[config.mk]
export PLATFORM = sky130hd
export DESIGN_NAME = ast_transceiver
export DESIGN_NICKNAME = d
export VERILOG_FILES = /design/src/core/ast_pkg.sv /design/src/core/ast_tick_gen.sv /design/src/core/ast_transceiver.sv
export SDC_FILE = /design/constraint.sdc
export NUM_CORES = 1
export LEC_CHECK = 0
export BUFFER_PORTS_ARGS = -buffer_cell sky130_fd_sc_hd__buf_2
export CAP_MARGIN = 20
export CORE_UTILIZATION = 50
export DETAILED_ROUTE_END_ITERATION = 10
export GPL_ROUTABILITY_DRIVEN = 1
export PLACE_DENSITY = 0.73
export SLEW_MARGIN = 5
export SYNTH_ARGS = -nofsm -noshare
export SYNTH_HDL_FRONTEND = slang
export SYNTH_SLANG_ARGS = --single-unit
[constraint.sdc]
create_clock -name hclk -period 6.1 [get_ports hclk]
set_input_delay 0.915 -clock hclk [delete_from_list [all_inputs] [get_ports hclk]]
set_output_delay 0.915 -clock hclk [all_outputs]
set_load 0.005 [all_outputs]
[src/core/ast_pkg.sv]
// constants, field layout and state types of the asynchronous serial transceiver
// assumes a single 10 MHz bus clock; source clocks arrive as synchronous levels
package ast_pkg;
	// register byte offsets on the bus
	localparam logic [7:0] OFF_FORMAT = 8'h00;
	localparam logic [7:0] OFF_LINE_CTRL = 8'h04;
	localparam logic [7:0] OFF_TX_HOLD = 8'h08;
	localparam logic [7:0] OFF_TX_STATUS = 8'h0c;
	localparam logic [7:0] OFF_RX_HOLD = 8'h10;
	localparam logic [7:0] OFF_RX_STATUS = 8'h14;
	// serial_format_config fields
	localparam int FMT_XTAL_BIT = 7;
	localparam int FMT_PRESC_LSB = 3;
	localparam int FMT_ODD_BIT = 2;
	localparam int FMT_PAR_EN_BIT = 1;
	localparam int FMT_WL8_BIT = 0;
	localparam logic [7:0] FMT_RESET = 8'h01;
	localparam logic [7:0] FMT_WMASK = 8'hbf;
	// line_control fields
	localparam int CTL_ECHO_BIT = 7;
	localparam int CTL_RX_EN_BIT = 6;
	localparam int CTL_TX_EN_BIT = 5;
	localparam int CTL_RX_INV_BIT = 4;
	localparam int CTL_TX_INV_BIT = 3;
	localparam int CTL_BAUD_LSB = 0;
	localparam logic [7:0] CTL_RESET = 8'h05;
	// status fields
	localparam int TXS_FULL_BIT = 0;
	localparam int TXS_ACTIVE_BIT = 1;
	localparam int RXS_FULL_BIT = 0;
	localparam int RXS_ACTIVE_BIT = 1;
	localparam int RXS_OVERRUN_BIT = 2;
	localparam int RXS_FRAME_BIT = 3;
	localparam int RXS_PARITY_BIT = 4;
	localparam int RXS_START_BIT = 5;
	localparam logic [7:0] HOLD_RESET = 8'h00;
	// baud generation
	localparam logic [4:0] RC_TOP_EXP = 5'h07;
	localparam logic [4:0] EXT_TOP_EXP = 5'h08;
	localparam logic [4:0] MAX_EXP = 5'h0f;
	localparam logic [6:0] SAMPLES_PER_BIT = 7'h10;
	localparam logic [6:0] XTAL_BIT_CYCLES = 7'h0e;
	localparam logic [2:0] XTAL_TOP_CODE = 3'h3;
	localparam logic [1:0] HTRANS_NONSEQ = 2'h2;

	typedef enum logic {AST_TX_IDLE, AST_TX_SHIFT} ast_tx_e;
	typedef enum logic [1:0] {AST_RX_IDLE, AST_RX_START, AST_RX_DATA, AST_RX_STOP} ast_rx_e;

	typedef struct packed {
		logic pend;
		logic pwrite;
		logic [7:0] paddr;
		logic [31:0] hrdata;
		logic hreadyout;
		logic [7:0] fmt;
		logic [7:0] ctrl;
		logic [2:0] src_q;
		logic rx_pin;
		logic pin_tx;
		logic [1:0] irq;
		ast_tx_e tx_state;
		logic [7:0] tx_hold;
		logic tx_full;
		logic [9:0] tx_shift;
		logic [3:0] tx_bits;
		logic [6:0] tx_cnt;
		logic tx_line;
		ast_rx_e rx_state;
		logic [6:0] rx_cnt;
		logic [3:0] rx_bits;
		logic [8:0] rx_shift;
		logic rx_start_bad;
		logic [7:0] rx_hold;
		logic rx_full;
		logic rx_serr;
		logic rx_perr;
		logic rx_ferr;
		logic rx_oerr;
	} ast_state_s;

	typedef struct packed {
		logic prev;
		logic [14:0] cnt;
		logic tick;
	} ast_tick_s;
endpackage : ast_pkg

[src/core/ast_tick_gen.sv]
// sample tick generator: one pulse per 2**div_exp rising edges of a source level
// assumes src_level is already a registered, synchronous copy of the source clock
`timescale 1ns/1ns
module ast_tick_gen
	import ast_pkg::*;
(
	input wire logic hclk,
	input wire logic hresetn,
	input wire logic src_level,
	input wire logic [3:0] div_exp,
	output logic tick
);
	ast_tick_s s_reg;
	ast_tick_s s_next;
	logic [14:0] top;

	always_comb begin
		s_next = s_reg;
		top = 15'((16'h0001 << div_exp) - 16'h0001);
		s_next.prev = src_level;
		s_next.tick = 1'b0;
		if (src_level && !s_reg.prev) begin
			if (s_reg.cnt >= top) begin
				s_next.cnt = 15'h0000;
				s_next.tick = 1'b1;
			end else begin
				s_next.cnt = s_reg.cnt + 15'h0001;
			end
		end
	end

	always_ff @(posedge hclk or negedge hresetn) begin
		if (!hresetn) begin
			s_reg <= '0;
		end else begin
			s_reg <= s_next;
		end
	end

	assign tick = s_reg.tick;
endmodule : ast_tick_gen

[src/core/ast_transceiver.sv]
// asynchronous serial transceiver with AHB-Lite register slave
// assumes rc, external and crystal clocks arrive as levels synchronous to hclk
// Function
// - receive on port b bit7, transmit bit6
// - format bit7 picks rc/external or crystal
// - format bit2 selects odd or even parity
// - format bit1 adds and checks parity
// - format bit0 picks eight or seven bits
// - control bit7 echoes receive line to transmit
// - transmit data write sets holding full
// - load into shifter clears holding full
// - receive status write clears overrun flag
// - receive data read clears holding full
// - transmit irq line1, receive irq line0
// - outside bit chooses rc or external clock
// - rc path divides sixteen at code seven
// - prescaler extends division to 262144, 524288
// - external clock path divides extra two
// - crystal rate set by baud field only
// - crystal rates carry minus 2.48 percent error
// - separate enables for receive and transmit
// - echo and pad inversion xor the lines
// - load after frame, irq, busy flag
// - receive busy, transfer, overrun, error flags
`timescale 1ns/1ns
module ast_transceiver
	import ast_pkg::*;
(
	input wire logic hclk,
	input wire logic hresetn,
	input wire logic hsel,
	input wire logic [31:0] haddr,
	input wire logic [1:0] htrans,
	input wire logic hwrite,
	input wire logic [2:0] hsize,
	input wire logic [31:0] hwdata,
	input wire logic hready,
	output logic [31:0] hrdata,
	output logic hreadyout,
	output logic hresp,
	input wire logic rc_clock_in,
	input wire logic external_clock_in,
	input wire logic crystal_clock_in,
	input wire logic external_clock_select,
	input wire logic port_b_bit7,
	output logic port_b_bit6,
	output logic [1:0] high_priority_irq_line
);
	ast_state_s s_reg;
	ast_state_s s_next;
	logic tick;
	logic [3:0] div_exp;
	logic [4:0] exp_sum;
	logic [6:0] bit_len;
	logic [2:0] baud;
	logic [2:0] presc;
	logic rx_in;
	logic [3:0] tx_len;
	logic [3:0] rx_len;
	logic tx_par;
	logic [9:0] tx_frame;
	logic [8:0] rx_aligned;
	logic [7:0] rx_word;
	logic rx_par_bit;
	logic [31:0] rdata;

	assign baud = s_reg.ctrl[CTL_BAUD_LSB +: 3];
	assign presc = s_reg.fmt[FMT_PRESC_LSB +: 3];

	// sample tick rate and bit length for the selected source
	always_comb begin
		exp_sum = 5'h00;
		bit_len = SAMPLES_PER_BIT;
		if (s_reg.fmt[FMT_XTAL_BIT]) begin
			// crystal too slow for oversampling: one sample per crystal cycle
			exp_sum = 5'h00;
			if (baud <= XTAL_TOP_CODE) begin
				bit_len = 7'(XTAL_BIT_CYCLES << (XTAL_TOP_CODE - baud));
			end else begin
				bit_len = XTAL_BIT_CYCLES;
			end
		end else if (external_clock_select) begin
			exp_sum = EXT_TOP_EXP - {2'b00, baud} + {2'b00, presc};
		end else begin
			exp_sum = RC_TOP_EXP - {2'b00, baud} + {2'b00, presc};
		end
		if (exp_sum > MAX_EXP) begin
			div_exp = MAX_EXP[3:0];
		end else begin
			div_exp = exp_sum[3:0];
		end
	end

	ast_tick_gen u_tick (
		.hclk(hclk),
		.hresetn(hresetn),
		.src_level(s_reg.fmt[FMT_XTAL_BIT] ? s_reg.src_q[2] : (external_clock_select ? s_reg.src_q[1] : s_reg.src_q[0])),
		.div_exp(div_exp),
		.tick(tick)
	);

	// frame shape from the format register
	always_comb begin
		rx_in = s_reg.rx_pin ^ s_reg.ctrl[CTL_RX_INV_BIT];
		rx_len = (s_reg.fmt[FMT_WL8_BIT] ? 4'h8 : 4'h7) + {3'b000, s_reg.fmt[FMT_PAR_EN_BIT]};
		tx_len = rx_len + 4'h1;
		if (s_reg.fmt[FMT_WL8_BIT]) begin
			tx_par = (^s_reg.tx_hold) ^ s_reg.fmt[FMT_ODD_BIT];
		end else begin
			tx_par = (^s_reg.tx_hold[6:0]) ^ s_reg.fmt[FMT_ODD_BIT];
		end
		tx_frame = 10'h3ff;
		if (s_reg.fmt[FMT_WL8_BIT]) begin
			tx_frame[7:0] = s_reg.tx_hold;
			if (s_reg.fmt[FMT_PAR_EN_BIT]) begin
				tx_frame[8] = tx_par;
			end
		end else begin
			tx_frame[6:0] = s_reg.tx_hold[6:0];
			if (s_reg.fmt[FMT_PAR_EN_BIT]) begin
				tx_frame[7] = tx_par;
			end
		end
		rx_aligned = s_reg.rx_shift >> (4'h9 - rx_len);
		if (s_reg.fmt[FMT_WL8_BIT]) begin
			rx_word = rx_aligned[7:0];
			rx_par_bit = (^rx_aligned[7:0]) ^ s_reg.fmt[FMT_ODD_BIT] ^ rx_aligned[8];
		end else begin
			rx_word = {1'b0, rx_aligned[6:0]};
			rx_par_bit = (^rx_aligned[6:0]) ^ s_reg.fmt[FMT_ODD_BIT] ^ rx_aligned[7];
		end
	end

	// register read mux
	always_comb begin
		rdata = 32'h0000_0000;
		if (s_reg.paddr == OFF_FORMAT) begin
			rdata[7:0] = s_reg.fmt;
		end else if (s_reg.paddr == OFF_LINE_CTRL) begin
			rdata[7:0] = s_reg.ctrl;
		end else if (s_reg.paddr == OFF_TX_HOLD) begin
			rdata[7:0] = s_reg.tx_hold;
		end else if (s_reg.paddr == OFF_TX_STATUS) begin
			rdata[TXS_FULL_BIT] = s_reg.tx_full;
			rdata[TXS_ACTIVE_BIT] = (s_reg.tx_state == AST_TX_SHIFT);
		end else if (s_reg.paddr == OFF_RX_HOLD) begin
			rdata[7:0] = s_reg.rx_hold;
		end else if (s_reg.paddr == OFF_RX_STATUS) begin
			rdata[RXS_FULL_BIT] = s_reg.rx_full;
			rdata[RXS_ACTIVE_BIT] = (s_reg.rx_state != AST_RX_IDLE);
			rdata[RXS_OVERRUN_BIT] = s_reg.rx_oerr;
			rdata[RXS_FRAME_BIT] = s_reg.rx_ferr;
			rdata[RXS_PARITY_BIT] = s_reg.rx_perr;
			rdata[RXS_START_BIT] = s_reg.rx_serr;
		end
	end

	always_comb begin
		s_next = s_reg;
		s_next.irq = 2'b00;
		s_next.src_q = {crystal_clock_in, external_clock_in, rc_clock_in};
		s_next.rx_pin = port_b_bit7;

		// transmitter
		case (s_reg.tx_state)
			AST_TX_IDLE: begin
				s_next.tx_line = 1'b1;
				if (s_reg.ctrl[CTL_TX_EN_BIT] && s_reg.tx_full) begin
					s_next.tx_state = AST_TX_SHIFT;
					s_next.tx_shift = tx_frame;
					s_next.tx_bits = tx_len;
					s_next.tx_cnt = 7'h00;
					s_next.tx_line = 1'b0;
					s_next.tx_full = 1'b0;
					s_next.irq[1] = 1'b1;
				end
			end
			AST_TX_SHIFT: begin
				if (tick) begin
					if (s_reg.tx_cnt >= bit_len - 7'h01) begin
						s_next.tx_cnt = 7'h00;
						if (s_reg.tx_bits == 4'h0) begin
							s_next.tx_state = AST_TX_IDLE;
							s_next.tx_line = 1'b1;
						end else begin
							s_next.tx_line = s_reg.tx_shift[0];
							s_next.tx_shift = {1'b1, s_reg.tx_shift[9:1]};
							s_next.tx_bits = s_reg.tx_bits - 4'h1;
						end
					end else begin
						s_next.tx_cnt = s_reg.tx_cnt + 7'h01;
					end
				end
			end
			default: begin
				s_next.tx_state = AST_TX_IDLE;
			end
		endcase

		// bus slave: one wait state so read data come from a flip-flop
		if (s_reg.pend) begin
			s_next.pend = 1'b0;
			s_next.hreadyout = 1'b1;
			if (s_reg.pwrite) begin
				if (s_reg.paddr == OFF_FORMAT) begin
					s_next.fmt = hwdata[7:0] & FMT_WMASK;
				end else if (s_reg.paddr == OFF_LINE_CTRL) begin
					s_next.ctrl = hwdata[7:0];
				end else if (s_reg.paddr == OFF_TX_HOLD) begin
					s_next.tx_hold = hwdata[7:0];
					s_next.tx_full = 1'b1;
				end else if (s_reg.paddr == OFF_RX_STATUS) begin
					s_next.rx_oerr = 1'b0;
				end
			end else begin
				s_next.hrdata = rdata;
				if (s_reg.paddr == OFF_RX_HOLD) begin
					s_next.rx_full = 1'b0;
				end
			end
		end else if (hsel && hready && htrans[1] && s_reg.hreadyout) begin
			s_next.pend = 1'b1;
			s_next.hreadyout = 1'b0;
			s_next.pwrite = hwrite;
			s_next.paddr = haddr[7:0];
		end

		// receiver; its flag sets come after the bus so a set beats a clear
		if (tick) begin
			case (s_reg.rx_state)
				AST_RX_IDLE: begin
					if (s_reg.ctrl[CTL_RX_EN_BIT] && !rx_in) begin
						s_next.rx_state = AST_RX_START;
						s_next.rx_cnt = 7'h00;
					end
				end
				AST_RX_START: begin
					if (s_reg.rx_cnt >= (bit_len >> 1) - 7'h01) begin
						s_next.rx_start_bad = rx_in;
						s_next.rx_cnt = 7'h00;
						s_next.rx_bits = 4'h0;
						s_next.rx_state = AST_RX_DATA;
					end else begin
						s_next.rx_cnt = s_reg.rx_cnt + 7'h01;
					end
				end
				AST_RX_DATA: begin
					if (s_reg.rx_cnt >= bit_len - 7'h01) begin
						s_next.rx_cnt = 7'h00;
						s_next.rx_shift = {rx_in, s_reg.rx_shift[8:1]};
						s_next.rx_bits = s_reg.rx_bits + 4'h1;
						if (s_reg.rx_bits + 4'h1 == rx_len) begin
							s_next.rx_state = AST_RX_STOP;
						end
					end else begin
						s_next.rx_cnt = s_reg.rx_cnt + 7'h01;
					end
				end
				AST_RX_STOP: begin
					if (s_reg.rx_cnt >= bit_len - 7'h01) begin
						s_next.rx_state = AST_RX_IDLE;
						s_next.rx_hold = rx_word;
						if (s_reg.rx_full) begin
							s_next.rx_oerr = 1'b1;
						end
						s_next.rx_full = 1'b1;
						s_next.rx_serr = s_reg.rx_start_bad;
						s_next.rx_perr = s_reg.fmt[FMT_PAR_EN_BIT] & rx_par_bit;
						s_next.rx_ferr = !rx_in;
						s_next.irq[0] = 1'b1;
					end else begin
						s_next.rx_cnt = s_reg.rx_cnt + 7'h01;
					end
				end
				default: begin
					s_next.rx_state = AST_RX_IDLE;
				end
			endcase
		end

		if (s_reg.ctrl[CTL_ECHO_BIT]) begin
			s_next.pin_tx = rx_in ^ s_reg.ctrl[CTL_TX_INV_BIT];
		end else begin
			s_next.pin_tx = s_reg.tx_line ^ s_reg.ctrl[CTL_TX_INV_BIT];
		end
	end

	always_ff @(posedge hclk or negedge hresetn) begin
		if (!hresetn) begin
			s_reg <= '0;
			s_reg.hreadyout <= 1'b1;
			s_reg.fmt <= FMT_RESET;
			s_reg.ctrl <= CTL_RESET;
			s_reg.tx_hold <= HOLD_RESET;
			s_reg.rx_hold <= HOLD_RESET;
			s_reg.tx_line <= 1'b1;
			s_reg.pin_tx <= 1'b1;
			s_reg.rx_pin <= 1'b1;
		end else begin
			s_reg <= s_next;
		end
	end

	assign hrdata = s_reg.hrdata;
	assign hreadyout = s_reg.hreadyout;
	assign hresp = 1'b0;
	assign port_b_bit6 = s_reg.pin_tx;
	assign high_priority_irq_line = s_reg.irq;
endmodule : ast_transceiver

; ---- After elaboration in Yosys (flattened, before gate mapping)
; Index checks and enable logic that the tools add are counted.
; W data, S select, Z words.
[totals]
register_bits = 126
in_bits = 79
word_cells = 201
output_inout_bits = 37
[classes]
n_shift = 3
n_bitwise = 15
reduce_logical = 32
add_sub_neg = 16
n_eq_ne = 19
order_cmp = 6
muxes = 78
[op_table]
columns = cell, count
row1 = $pmux W22 S2, 1
row2 = $mux W7, 6
row3 = $mux W8, 5
row4 = $mux W1, 38
row5 = $pmux W9 S4, 1
row6 = $mux W14, 2
row7 = $mux W5, 5
row8 = $mux W23, 1
row9 = $mux W22, 1
row10 = $ge A7 B7 Y1, 3
row11 = $mux W6, 3
row12 = $eq A8 B4 Y1 const B, 2
row13 = $eq A8 B5 Y1 const B, 2
row14 = $ne A2 B2 Y1 const B, 8
row15 = $reduce_xor A8 Y1, 2
row16 = $add A15 B1 Y15 const B, 1
row17 = $ge A15 B15 Y1, 1
row18 = $mux W15, 1
row19 = $reduce_and A3 Y1, 5
row20 = $shl A1 B4 Y15 const A, 1
row21 = $sub A15 B1 Y15 const B, 1
row22 = $add A7 B1 Y7 const B, 2
row23 = $reduce_xor A7 Y1, 2
row24 = $mux W13, 1
row25 = other kinds (39), 74

; ---- Depth between registers and ports, before layout
[logic_depth]
ltp_word = 12
ltp_mapped = 23
depth_no_buf = 21

; ---- Modules after synthesis
; A second synthesis with hierarchy kept.
[unflattened]
cells_unflattened = 810
area_unflattened_um2 = 7802.5
[modules_own_cells]
columns = mod, seq_area_each_um2, area_each_um2, cells_each, instances
row1 = ast_transceiver, 2736.4, 6397.4, 643, 1
row2 = ast_tick_gen, 425.4, 1405.1, 167, 1

; ---- Worst setup path before layout
; No wires, ideal clock.
[synth_path]
path_kind = in2reg
startpoint = input external_clock_select
endpoint = register u_tick.s_reg[10] (netlist name)
arrival_time_ps = 4783
path_buffers = 4
stages = 20
t_required_ps = 5964
setup_time_ps = 136
setup_slack_ps = 1181
path_cell_list = buf_2 -> or2_2 -> a31o_2 -> a21oi_1 -> nor2_1 -> clkbuf_1 -> or3_1 -> ha_1 -> clkbuf_1 -> nor4_1 -> nand2_1 -> a21oi_1 -> a31oi_1 -> ha_1 -> and4_1 -> a41oi_1 -> o21ai_0 -> or2_2 -> clkbuf_1 -> a21oi_1
[synth_between]
elab_chain_len = 8
word_cells_on_any_way = 11
cone_classes = 1 x add/sub / 2 x order compare / 1 x shift / 6 x mux / 1 x reduce/logical
[synth_rtl]
columns = item, line
row1 = "start, declared", ast_transceiver.sv:44  ; input wire logic external_clock_select,
row2 = $mux W5, ast_transceiver.sv:82  ; end else if (external_clock_select) begin
row3 = $mux W5, ast_transceiver.sv:74  ; if (s_reg.fmt[FMT_XTAL_BIT]) begin
row4 = $gt A5 B4 Y1, ast_transceiver.sv:87  ; if (exp_sum > MAX_EXP) begin
row5 = $mux W4, ast_transceiver.sv:87
row6 = $shl A1 B4 Y15, ast_tick_gen.sv:19  ; top = 15'((16'h0001 << div_exp) - 16'h0001);
row7 = $sub A15 B1 Y15, ast_tick_gen.sv:19
row8 = $ge A15 B15 Y1, ast_tick_gen.sv:23  ; if (s_reg.cnt >= top) begin
row9 = $mux W15, ast_tick_gen.sv:23
row10 = "end signal, assigned", ast_tick_gen.sv:36  ; s_reg <= s_next;
row11 = "end, declared", ast_tick_gen.sv:13  ; ast_tick_s s_reg;
; Parallel ways exist; a longest one is shown, timed or not.
; A chain may end at the register's enable or synchronous reset.

; ---- Worst setup path after layout
[layout_path]
startpoint = register s_reg (netlist bit baud[0])
endpoint = register u_tick.s_reg[12] (netlist name)
[layout_between]
elab_chain_len = 10
word_cells_on_any_way = 12
cone_classes = 5 x add/sub / 2 x order compare / 1 x shift / 4 x mux
[layout_rtl]
columns = item, line
row1 = "start, declared", ast_transceiver.sv:49  ; ast_state_s s_reg;
row2 = "start signal, assigned", ast_transceiver.sv:300  ; s_reg <= s_next;
row3 = $sub A4 B3 Y5 or $sub A3 B3 Y4 (tied branches), "ast_transceiver.sv:83, ast_transceiver.sv:85"
row4 = $add A5 B3 Y5 or $add A4 B4 Y5 (tied branches), "ast_transceiver.sv:83, ast_transceiver.sv:85"
row5 = $mux W5 (*), ast_transceiver.sv:82
row6 = $mux W5 (*), ast_transceiver.sv:74
row7 = $gt A5 B4 Y1, ast_transceiver.sv:87
row8 = $mux W4 (*), ast_transceiver.sv:87
row9 = $shl A1 B4 Y15 (*), ast_tick_gen.sv:19
row10 = $sub A15 B1 Y15 (*), ast_tick_gen.sv:19
row11 = $ge A15 B15 Y1 (*), ast_tick_gen.sv:23
row12 = $mux W15 (*), ast_tick_gen.sv:23
; Every way passes the cells marked *; elsewhere a longest branch is shown, timed or not.

==> results.cfg <==
[run_status]
status = finished, final reports clean

[placed_design]
gp_routability_congestion = 0.866
post_dp_cell_area_um2 = 7870
hpwl_mm = 11.7
port_buffers = 38

[finish]
antennaDiodeCount = 0
fin_util = 0.557
final_nets = 951
nFillCells = 1326
largest_reg_flops = 91
final_area_um2 = 8470
syn2layout_area_growth_pct = 9.11
drive_gt1_frac = 0.170

[sta]
setup_tns_ns = 0
max_slew.worst_pin.slew_ns = 1.00
min_period_ns = 5.18
rsz0062_at_grt = false
report.final.slew_viol_count = 0
clock.fmax_ghz = 0.193
hold_viol = 0
finalSetupViolations = 0
fin_crit_sh = 0.849
finClkSkew_ns = 0.00628
slew_headroom = 0.332

[yosys]
ys_seq_elements = 126
yosysMostFrequentCell = dfrtp_1
synth_adder_area_share = 0.0906
synth-seq-area-share = 0.407
synth_common_cells = dfrtp_1 (119), nand2_1 (78), o21ai_0 (69)
yosysWarnings = 0
synth_ff_type = dfrtp_1
synthTopCellsByArea = dfrtp_1 (38%), ha_1 (8.5%), mux2_2 (5.8%)
async_flop_share = 1.00
synth_compound_gate_area_share = 0.182
synth-xor-area-share = 0.0451
synth_top_area_cell = dfrtp_1
syn_area_um2 = 7760
netlist_instances = 798
avgSynthCellArea_um2 = 9.73
synth_top_area_frac = 0.384
synth.distinct_cells = 72
synth-simple-area-share = 0.133
synthMuxAreaShare = 0.0709
synth_edf_count = 0
synth_top_family_by_area = compound AO/OA/AOI/OAI gates

[job]
maxCapViolCount = 0

[setup_path]
start_kind = flip-flop
worstPathArrival_ns = 5.43
required_ns = 6.35
crit_fanout = 12
crit_type = flip-flop to flip-flop
worst_setup_path_end_kind = flip-flop

[global_routing]
grtUsageMet1 = 0.296
grt_use_met2 = 0.337
grt.busiest_layer = met2
grt_pass1_vias = 5523
grt.total_usage = 0.217
gr-total-overflow = 0
grt_use_met3 = 0.0527
grt_max_degree = 79
grt_pass1_wl_mm = 27.3
antenna_found_initial = 0

[pwr]
p_leak_uw = 0.00400
powerDensity_nw_per_um2 = 249
total_power_uw = 2110
ir_drop_mv = 0.224

[cts]
cts_root_buffer = clkbuf_16
cts_tree = yes
cts_sinks = 126
path_clk_slew_ns = 0.06
cts_buffer_depth = 2
postCtsHoldBufs = 0
h-tree-depth = 4
post_cts_buffers = 0
postCtsResizedCells = 0
clk-insertion-delay-late_ns = 0.42
cts_buffers = 17

[floorplanning]
die_height_um = 127
start_util = 0.511
coreArea_um2 = 15200
die_area_um2 = 16000
pin_count = 116
num_rows = 45
dieWidth_um = 127

[drt]
drt-total-wl_mm = 16.2
vias = 5794
drc_errors = 0
drt-pass1-iter-count = 5
avgRoutedWirePerCell_um = 15.9
drtAntennaViolNets = 0
drtIter0Drc = 364
viasPerCell = 5.69

[hold_path]
hold_path.class = flip-flop to flip-flop
## critical path: stages (launching register included)
cell     delay (ns)
dfstp_2        0.61
inv_1          0.16
ha_1           0.23
or2_2          0.29
a31o_2         0.22
a21oi_1        0.18
nor2_1         0.18
or3_1          0.46
ha_1           0.29
nor4_1         0.41
nand2_1        0.09
a21oi_1        0.14
a31oi_1        0.07
ha_1           0.33
and4_1         0.19
a41oi_1        0.11
o21ai_0        0.56
or2_2          0.36
a21oi_1        0.10
## final timing paths
check,slack (ns),startpoint,cells past startpoint,to
worst max-delay path,0.92,baud[0],18,u_tick.s_reg[12]
worst min-delay path,0.47,s_reg[57],1,s_reg[57]
worst min register to register,0.47,s_reg[57],1,s_reg[57]
worst max register to register,0.92,baud[0],18,u_tick.s_reg[12]
min in group asynchronous,0.62,hresetn,1,s_reg[29]
max in group asynchronous,4.32,hresetn,2,s_reg[132]
## logic make-up after synthesis
group,Yosys count
compound gates,219
simple gates,210
flops,126
buf+inv,97
fa+ha+maj,55
mux,49
xor+xnor,40
other cells,2
## metrics by stage
| step | instances | setup WS (ns) | hold WS [ns] |
|---|---|---|---|
| floorplan | 822 | 1.18 | 0.430 |
| global placement | 985 | 0.902 | 0.453 |
| detailed placement | 985 | 0.871 | 0.458 |
| CTS | 1017 | 0.941 | 0.476 |
| global route | 1018 | 0.413 | 0.505 |
| finish | 1018 | 0.921 | 0.474 |
## layer usage
metal / wire [um] / part of all wire / vias up
met4: 236 / 0.015 / 0
met1: 7590 / 0.47 / 2800
met3: 811 / 0.050 / 21
li1: - / - / 2849
met5: 0 / 0 / -
met2: 7560 / 0.47 / 124
## power by group
group / leakage, uW / internal, uW / switching (uW)
Sequential: 0.00169 / 860 / 25.1
Combinational: 0.00202 / 77.6 / 117
Clock: 0.000285 / 639 / 387
## layout make-up
type                       count  area, um^2  share of cell area
multi-input combinational    599        4140               0.489
timing repair buffer          41         215              0.0254
clock buffer                  17         425              0.0502
sequential                   126        3160               0.373
tap                          188         235              0.0278
inverter                      32         120              0.0142
clock inverter                15         171              0.0202
## cell usage in the layout (no fill, tap or decap), drive strengths merged, types with 4 or more instances in the layout
| cell type | synthesis | layout |
|---|---|---|
| xnor2 | 25 | 25 |
| nand4 | 6 | 6 |
| nor2b | 9 | 9 |
| nor4 | 7 | 7 |
| a22oi | 13 | 13 |
| nor3 | 10 | 10 |
| a22o | 4 | 4 |
| nand2 | 78 | 78 |
| dfstp | 7 | 7 |
| o21ai | 71 | 71 |
| conb | 2 | 26 |
| a21o | 14 | 14 |
| nand3 | 25 | 25 |
| nor2 | 30 | 30 |
| and2 | 4 | 4 |
| clkinvlp | 0 | 4 |
| nand2b | 10 | 10 |
| mux2i | 7 | 7 |
| and3 | 12 | 12 |
| buf | 46 | 41 |
| clkbuf | 19 | 17 |
| a221oi | 6 | 6 |
| ha | 53 | 53 |
| o2bb2ai | 6 | 6 |
| dfrtp | 119 | 119 |
| and4 | 4 | 4 |
| xor2 | 15 | 15 |
| a21oi | 56 | 56 |
| o31ai | 14 | 14 |
| inv | 32 | 33 |
| mux2 | 42 | 42 |
| clkinv | 0 | 7 |
| or3 | 5 | 5 |
| a21boi | 4 | 4 |
No activity file was read; power rests on OpenSTA's default activity.
